==> config.mk <==
export PLATFORM = sky130hd
export DESIGN_NAME = ttu_tx_user_port
export DESIGN_NICKNAME = d
export VERILOG_FILES = /design/src/verilog/ttu_pkg.sv /design/src/verilog/ttu_tx_user_port.sv
export VERILOG_INCLUDE_DIRS = /design/src /design/src/verilog
export SDC_FILE = /design/constraint.sdc
export NUM_CORES = 1
export LEC_CHECK = 0
export BUFFER_PORTS_ARGS = -buffer_cell sky130_fd_sc_hd__clkbuf_2
export CORE_MARGIN = 2
export CORE_UTILIZATION = 57
export CTS_CLUSTER_SIZE = 8
export DETAILED_ROUTE_END_ITERATION = 12
export HOLD_SLACK_MARGIN = 0.03
export PLACE_DENSITY_LB_ADDON = 0.1
export SLEW_MARGIN = 10
export SYNTH_ARGS = -nofsm -noshare
export SYNTH_HDL_FRONTEND = slang
export SYNTH_SLANG_ARGS = --single-unit
export TNS_END_PERCENT = 30
==> constraint.sdc <==
create_clock -name clk -period 8.9 [get_ports clk]
set_clock_uncertainty 0.05 [all_clocks]
set_input_delay 0.445 -clock clk [delete_from_list [all_inputs] [get_ports clk]]
set_output_delay 0.445 -clock clk [all_outputs]
set_load 0.05 [all_outputs]
==> src/verilog/ttu_cfg.svh <==
// timing, reset and field constants of the transmit user port
`ifndef TTU_CFG_SVH
`define TTU_CFG_SVH

`define TTU_USER_CLK_MHZ       125
`define TTU_X1_PACE_RATIO      4
`define TTU_HDR_INF_BIT        8
`define TTU_DATA_INF_BIT       12
`define TTU_HDR_RESET          9'h000
`define TTU_DATA_RESET         13'h0000
`define TTU_FMT_HI             62
`define TTU_FMT_LO             61
`define TTU_TYPE_HI            60
`define TTU_TYPE_LO            56
`define TTU_LEN_HI             41
`define TTU_LEN_LO             32

`endif

==> src/verilog/ttu_pkg.sv <==
// types shared by the transmit user port
`default_nettype none

package ttu_pkg;

   // traffic class of a packet, also the index into the credit arrays
   typedef enum logic [1:0] {
      ttu_posted_type_e,
      ttu_nonposted_type_e,
      ttu_completion_type_e
   } ttu_class_type;

   // handshake states
   typedef enum logic [2:0] {
      ttu_idle,
      ttu_offer,
      ttu_armed,
      ttu_body,
      ttu_gap
   } ttu_state_type;

   // one beat of a packet
   typedef struct packed {
      logic        start;
      logic        last;
      logic        nullify;
      logic        upper_half;
      logic [63:0] data;
   } ttu_beat_type;

   // credit grant from a flow-control update
   typedef struct packed {
      logic          valid;
      ttu_class_type pkt_class;
      logic [8:0]    hdr;
      logic [12:0]   data;
   } ttu_fc_update_type;

endpackage

`default_nettype wire

==> src/verilog/ttu_tx_user_port.sv <==
// transmit user port: handshake, framing, pacing and credit tracking
//
// Notes on behaviour
// - request may stay high across burst
// - ready drops in gap between packets
// - nullify ends packet on any beat
// - pacing enable throttles downgraded x1
// - 9-bit header credits, bit 8 infinite
// - 13-bit data credits, bit 12 infinite
// - sends lower credits, updates overwrite them
// - posted send pulses posted recheck if a finite count moves
// - completion send pulses completion recheck if a finite count moves
// - everything on the 125 MHz user clock
// - reset clears datapath and state
`timescale 1ns/1ps
`include "ttu_cfg.svh"
`default_nettype none

module ttu_tx_user_port
   import ttu_pkg::*;
#(
   parameter int PACE_RATIO = `TTU_X1_PACE_RATIO
) (
   input  wire logic              clk,
   input  wire logic              rst,
   input  wire logic              downgraded_x1,
   input  wire logic              send_request,
   input  wire logic              packet_start_strobe,
   input  wire logic              packet_end_strobe,
   input  wire logic              packet_nullify,
   input  wire logic              upper_half_only,
   input  wire logic [63:0]       send_payload_bus,
   input  wire ttu_fc_update_type fc_update,
   output logic                   send_ready,
   output logic                   send_beat_enable,
   output logic [2:0][8:0]        header_credits_avail,
   output logic [2:0][12:0]       data_credits_avail,
   output logic                   posted_credit_recheck,
   output logic                   completion_credit_recheck,
   output ttu_beat_type           link_beat,
   output logic                   link_beat_valid
);

   // ************************************************************
   // elaboration checks and helpers
   // ************************************************************

   localparam int PW = (PACE_RATIO > 1) ? $clog2(PACE_RATIO) : 1;

   if (PACE_RATIO < 1 || PACE_RATIO > 16) begin : g_bad_ratio
      $error("pace ratio out of range");
   end

   // class from the fmt/type fields of the first header beat
   function automatic ttu_class_type class_of(input logic [63:0] hdr);
      logic [1:0] fmt;
      logic [4:0] kind;
      fmt  = hdr[`TTU_FMT_HI:`TTU_FMT_LO];
      kind = hdr[`TTU_TYPE_HI:`TTU_TYPE_LO];
      if (kind[4:1] == 4'h5) begin
         class_of = ttu_completion_type_e;
      end else if ((kind == 5'h00 && fmt[1]) || kind[4:3] == 2'h2) begin
         class_of = ttu_posted_type_e;
      end else begin
         class_of = ttu_nonposted_type_e;
      end
   endfunction

   // data credits of a packet: one per four dwords, length 0 means 1024
   function automatic logic [11:0] data_units(input logic [63:0] hdr);
      logic [10:0] len;
      len = {hdr[`TTU_LEN_HI:`TTU_LEN_LO] == 10'h000, hdr[`TTU_LEN_HI:`TTU_LEN_LO]};
      if (!hdr[`TTU_FMT_LO + 1]) begin
         data_units = 12'h000;
      end else begin
         data_units = {3'h0, 9'((len + 11'h003) >> 2)};
      end
   endfunction

   // saturating subtract on the count field
   function automatic logic [11:0] take(input logic [11:0] have, input logic [11:0] used);
      take = (have > used) ? have - used : 12'h000;
   endfunction

   // ************************************************************
   // pacing for a downgraded core
   // ************************************************************

   logic [PW-1:0] pace_count;

   always_ff @(posedge clk) begin
      if (rst) begin
         pace_count       <= '0;
         send_beat_enable <= 1'b1;
      end else if (!downgraded_x1) begin
         pace_count       <= '0;
         send_beat_enable <= 1'b1;
      end else begin
         pace_count       <= (int'(pace_count) == PACE_RATIO - 1) ? '0 : pace_count + 1'b1;
         send_beat_enable <= (int'(pace_count) == PACE_RATIO - 1);
      end
   end

   // ************************************************************
   // handshake state machine
   // ************************************************************

   ttu_state_type state;
   ttu_state_type next_state;
   logic          beat_taken;
   logic          closes;

   assign beat_taken = send_beat_enable && (state == ttu_armed ? packet_start_strobe
                                                                : state == ttu_body);
   assign closes     = beat_taken && (packet_end_strobe || packet_nullify);

   // next state from request and framing strobes
   always_comb begin
      next_state = state;
      unique case (state)
         ttu_idle:  if (send_request) next_state = ttu_offer;
         ttu_offer: next_state = ttu_armed;
         ttu_armed: begin
            if (closes) begin
               next_state = ttu_gap;
            end else if (beat_taken) begin
               next_state = ttu_body;
            end else if (send_beat_enable) begin
               next_state = ttu_idle;     // no start came
            end
         end
         ttu_body:  if (closes) next_state = ttu_gap;
         ttu_gap:   next_state = ttu_idle;
      endcase
   end

   always_ff @(posedge clk) begin
      if (rst) begin
         state <= ttu_idle;
      end else begin
         state <= next_state;
      end
   end

   always_ff @(posedge clk) begin
      if (rst) begin
         send_ready <= 1'b0;
      end else begin
         send_ready <= (next_state == ttu_offer);
      end
   end

   // ************************************************************
   // beat forwarding toward the link
   // ************************************************************

   always_ff @(posedge clk) begin
      if (rst) begin
         link_beat       <= '0;
         link_beat_valid <= 1'b0;
      end else begin
         link_beat_valid    <= beat_taken;
         link_beat.start    <= beat_taken && state == ttu_armed;
         link_beat.last     <= beat_taken && packet_end_strobe && !packet_nullify;
         link_beat.nullify  <= beat_taken && packet_nullify;
         link_beat.upper_half <= beat_taken && upper_half_only;
         link_beat.data     <= beat_taken ? send_payload_bus : 64'h0000000000000000;
      end
   end

   // ************************************************************
   // credit tracking
   // ************************************************************

   ttu_class_type pkt_class;
   logic [11:0]   pkt_units;
   logic          pkt_done;
   ttu_class_type done_class;
   logic [11:0]   done_units;

   // class and size caught on the start beat
   always_ff @(posedge clk) begin
      if (rst) begin
         pkt_class <= ttu_posted_type_e;
         pkt_units <= 12'h000;
      end else if (beat_taken && state == ttu_armed) begin
         pkt_class <= class_of(send_payload_bus);
         pkt_units <= data_units(send_payload_bus);
      end
   end

   assign done_class = (state == ttu_armed) ? class_of(send_payload_bus) : pkt_class;
   assign done_units = (state == ttu_armed) ? data_units(send_payload_bus) : pkt_units;
   assign pkt_done   = beat_taken && packet_end_strobe && !packet_nullify;

   always_ff @(posedge clk) begin
      logic [8:0]  h;
      logic [12:0] d;
      if (rst) begin
         header_credits_avail <= {3{`TTU_HDR_RESET}};
         data_credits_avail   <= {3{`TTU_DATA_RESET}};
      end else begin
         for (int c = 0; c < 3; c++) begin
            h = header_credits_avail[c];
            d = data_credits_avail[c];
            if (fc_update.valid && int'(fc_update.pkt_class) == c) begin
               h = fc_update.hdr;
               d = fc_update.data;
            end
            if (pkt_done && int'(done_class) == c) begin
               if (!h[`TTU_HDR_INF_BIT]) begin
                  h = {1'b0, 8'(take({4'h0, h[7:0]}, 12'h001))};
               end
               if (!d[`TTU_DATA_INF_BIT]) begin
                  d = {1'b0, take(d[11:0], done_units)};
               end
            end
            header_credits_avail[c] <= h;
            data_credits_avail[c]   <= d;
         end
      end
   end

   // ************************************************************
   // recheck pulses
   // ************************************************************

   logic counts_move;

   // a count moves only when finite and not already empty
   assign counts_move = (!header_credits_avail[done_class][`TTU_HDR_INF_BIT]
                         && header_credits_avail[done_class][7:0] != 8'h00)
                      || (!data_credits_avail[done_class][`TTU_DATA_INF_BIT]
                         && data_credits_avail[done_class][11:0] != 12'h000
                         && done_units != 12'h000);

   always_ff @(posedge clk) begin
      if (rst) begin
         posted_credit_recheck     <= 1'b0;
         completion_credit_recheck <= 1'b0;
      end else begin
         posted_credit_recheck     <= pkt_done && counts_move
                                    && done_class == ttu_posted_type_e;
         completion_credit_recheck <= pkt_done && counts_move
                                    && done_class == ttu_completion_type_e;
      end
   end

endmodule

`default_nettype wire
==> flow_metrics.py <==
metrics = {
    "status": {
        "status": "finished clean",
    },
    "cts": {
        "ctsRootBufferMaster": "clkbuf_16",
        "clk_path_buf_depth": 2,
        "postCtsSetupBuffers": 0,
        "numCtsBuffers": 17,
        "hold_buffers": 0,
        "cts_resized": 0,
        "clk_pin_slew_ps": 60,
        "clock-sinks": 155,
        "cts_tree": "yes",
        "clock_latency_ps": 430,
        "htreeDepth": 4,
    },
    "die": {
        "die_h_um": 123,
        "core_um2": 13900,
        "io_pins": 236,
        "num_rows": 43,
        "die_w_um": 123,
        "die_area_um2": 15200,
        "start_util": 0.583,
    },
    "placed_design": {
        "gp_congestion": 0.935,
        "io_buffers": 235,
        "hpwlAfterDp_um": 17100,
    },
    "sta": {
        "slew_violations": 0,
        "tightest_slew_ps": 909,
        "max_freq_mhz": 249,
        "rsz0062_at_grt": "no",
        "period_minus_slack_ps": 4010,
        "final.period_utilization": 0.450,
        "setup_violations": 0,
        "hold_viol": 0,
        "tns_ps": 0,
        "slew_headroom": 0.393,
    },
    "setup_path": {
        "crit_required_ps": 9140,
        "worstSetupPathType": "reg2reg",
        "worstSetupEndpointType": "flop",
        "crit_path_start_kind": "flop",
        "worstPathArrival_ps": 4250,
        "path_max_fanout": 18,
    },
    "routing": {
        "drc": 0,
        "via_per_inst": 5.77,
        "dr.first_iter.drc_count": 611,
        "wl_per_cell_um": 16.7,
        "firstDrtPassIters": 6,
        "drt-total-wl_um": 22600,
        "via_count": 7795,
        "drt.antenna.violating_nets": 0,
    },
    "logic_synthesis": {
        "synthArstFlopShare": 0,
        "yosysSeqAreaShare": 0.383,
        "synth_seq_cells": 155,
        "synthCells": 939,
        "ys_warn_count": 0,
        "ys.flop_type": "dfxtp_1",
        "synth-edff-count": 0,
        "yosysUniqueCellTypes": 70,
        "syn_avg_cell_area_um2": 8.62,
        "synth_nets": 1073,
        "synthesis.area_um2": 8100,
    },
    "final_layout": {
        "final_util": 0.718,
        "area_delta_synth_final_pct": 23.0,
        "drive_above_1_share": 0.260,
        "fill_cells": 1161,
        "register_area_um2": 3100,
        "layout_commonest_cell": "clkbuf_2",
        "antennaDiodeCount": 0,
        "mostFrequentLayoutCells": "235 x clkbuf_2, 155 x dfxtp_1, 120 x nor2_1",
        "nNetsFinal": 1292,
        "multi_input_area_um2": 4730,
    },
    "power_and_ir_drop": {
        "seqPwrFrac": 0.392,
        "p_comb_frac": 0.217,
        "intPower_mw": 1.29,
        "clock_power_share": 0.391,
        "p_leak_nw": 4.75,
        "switchingPower_mw": 0.576,
        "total_power_mw": 1.86,
        "p_sw_frac": 0.309,
        "ir_drop_mv": 0.136,
        "powerDensity_nw_per_um2": 187,
    },
    "global_route": {
        "grt_pass1_vias": 6925,
        "grt_max_degree": 62,
        "grt_pass1_wl_um": 34700,
        "grt_overflow": 0,
        "antenna_found_initial": 0,
        "grt.total_usage": 0.293,
    },
    "min_path": {
        "hp-class": "in2reg",
    },
    "flow_run": {
        "maxCapViolCount": 0,
    },
}
cell type report:
class                   instances  share of cell area
repair buffers                240               0.122
well taps                     180              0.0226
multi-input cells             718               0.475
flip-flops and latches        155               0.312
clock buffers                  18              0.0431
clock inverters                14              0.0160
inverters                      26             0.00980
power by group through the flow:
stage          clock network [mW]  registers (mW)  logic (mW)
2_1_floorplan                   0           0.796       0.241
5_1_grt                     0.769           0.731       0.442
3_5_place_dp                    0           0.744       0.397
3_3_place_gp                    0           0.744       0.395
6_report                    0.729           0.729       0.405
4_1_cts                     0.736           0.729       0.401
metrics by stage:
stage	std cells	worst slack [ps]	area [um^2]	hold slack, ps
4_1_cts	1351	4950	9960	153
2_1_floorplan	939	5030	8100	349
3_5_place_dp	1319	4970	9370	366
6_report	1351	4890	9960	161
5_1_grt	1351	4630	9960	154
3_3_place_gp	1319	5090	9370	364
worst paths after layout:
check                       startpoint                endpoint  slack (ps)  cells past startpoint
hold / removal    send_payload_bus[45]           link_beat[45]         160                      2
setup reg to reg              state[1]  data_credits_avail[34]        4890                     12
setup / recovery              state[1]  data_credits_avail[34]        4890                     12
hold reg to reg          pace_count[0]           pace_count[0]         370                      1
cells in the mapped netlist, drive strengths merged, types with 6 or more instances:
cell type	n	share of area
ha	34	0.053
a21oi	52	0.032
dfxtp	155	0.38
and2	64	0.049
mux2	22	0.031
inv	25	0.012
a2bb2oi	9	0.0097
o21a	8	0.0074
nor2b	10	0.0087
nor4	18	0.014
a211oi	7	0.0065
buf	11	0.0073
nor2	121	0.056
clkbuf	29	0.013
nand2	80	0.037
and3	7	0.0054
or3	12	0.0093
a21o	12	0.011
nor3b	6	0.0068
mux2i	44	0.054
nand3	17	0.011
a22oi	9	0.0083
xnor2	23	0.025
o21ai	29	0.018
a31oi	6	0.0046
xor2	16	0.017
nand4	8	0.0070
nor3	30	0.019
routing by layer:
metal  wire, um  share of wire  global-route usage  vias up
li1           -              -                   -     3782
met5          0              0                   0        -
met4        626          0.028               0.115        0
met2      10600           0.47               0.485      358
met3       1840          0.082              0.0595       57
met1       9560           0.42               0.376     3598
registers in the layout, indices dropped and copies added (netlist names), 2 cells and up:
signal / cells
data_credits_avail: 39
header_credits_avail: 27
link_beat: 68
pace_count: 2
pkt_class: 2
pkt_units: 9
state: 3
critical path: stages (launching register included):
cell and delay (ps):
dfxtp_1 440, or3b_2 650, o21ai_0 560, ha_1 280
inv_1 60, fa_1 400, a21o_1 200, a21oi_1 330
o211ai_1 170, a21o_1 200, nor2b_1 240, a22oi_1 230
nor2_1 60
logic make-up after synthesis:
logic type	share of synthesized area
xor gates and xnor gates	0.0422
DFF	0.383
muxes	0.0850
buffers and inverters	0.0328
and+or+nand+nor	0.251
adders and majority gates	0.0600
AOI/OAI and AO/OA	0.146
(Power assumes the default switching activity.)
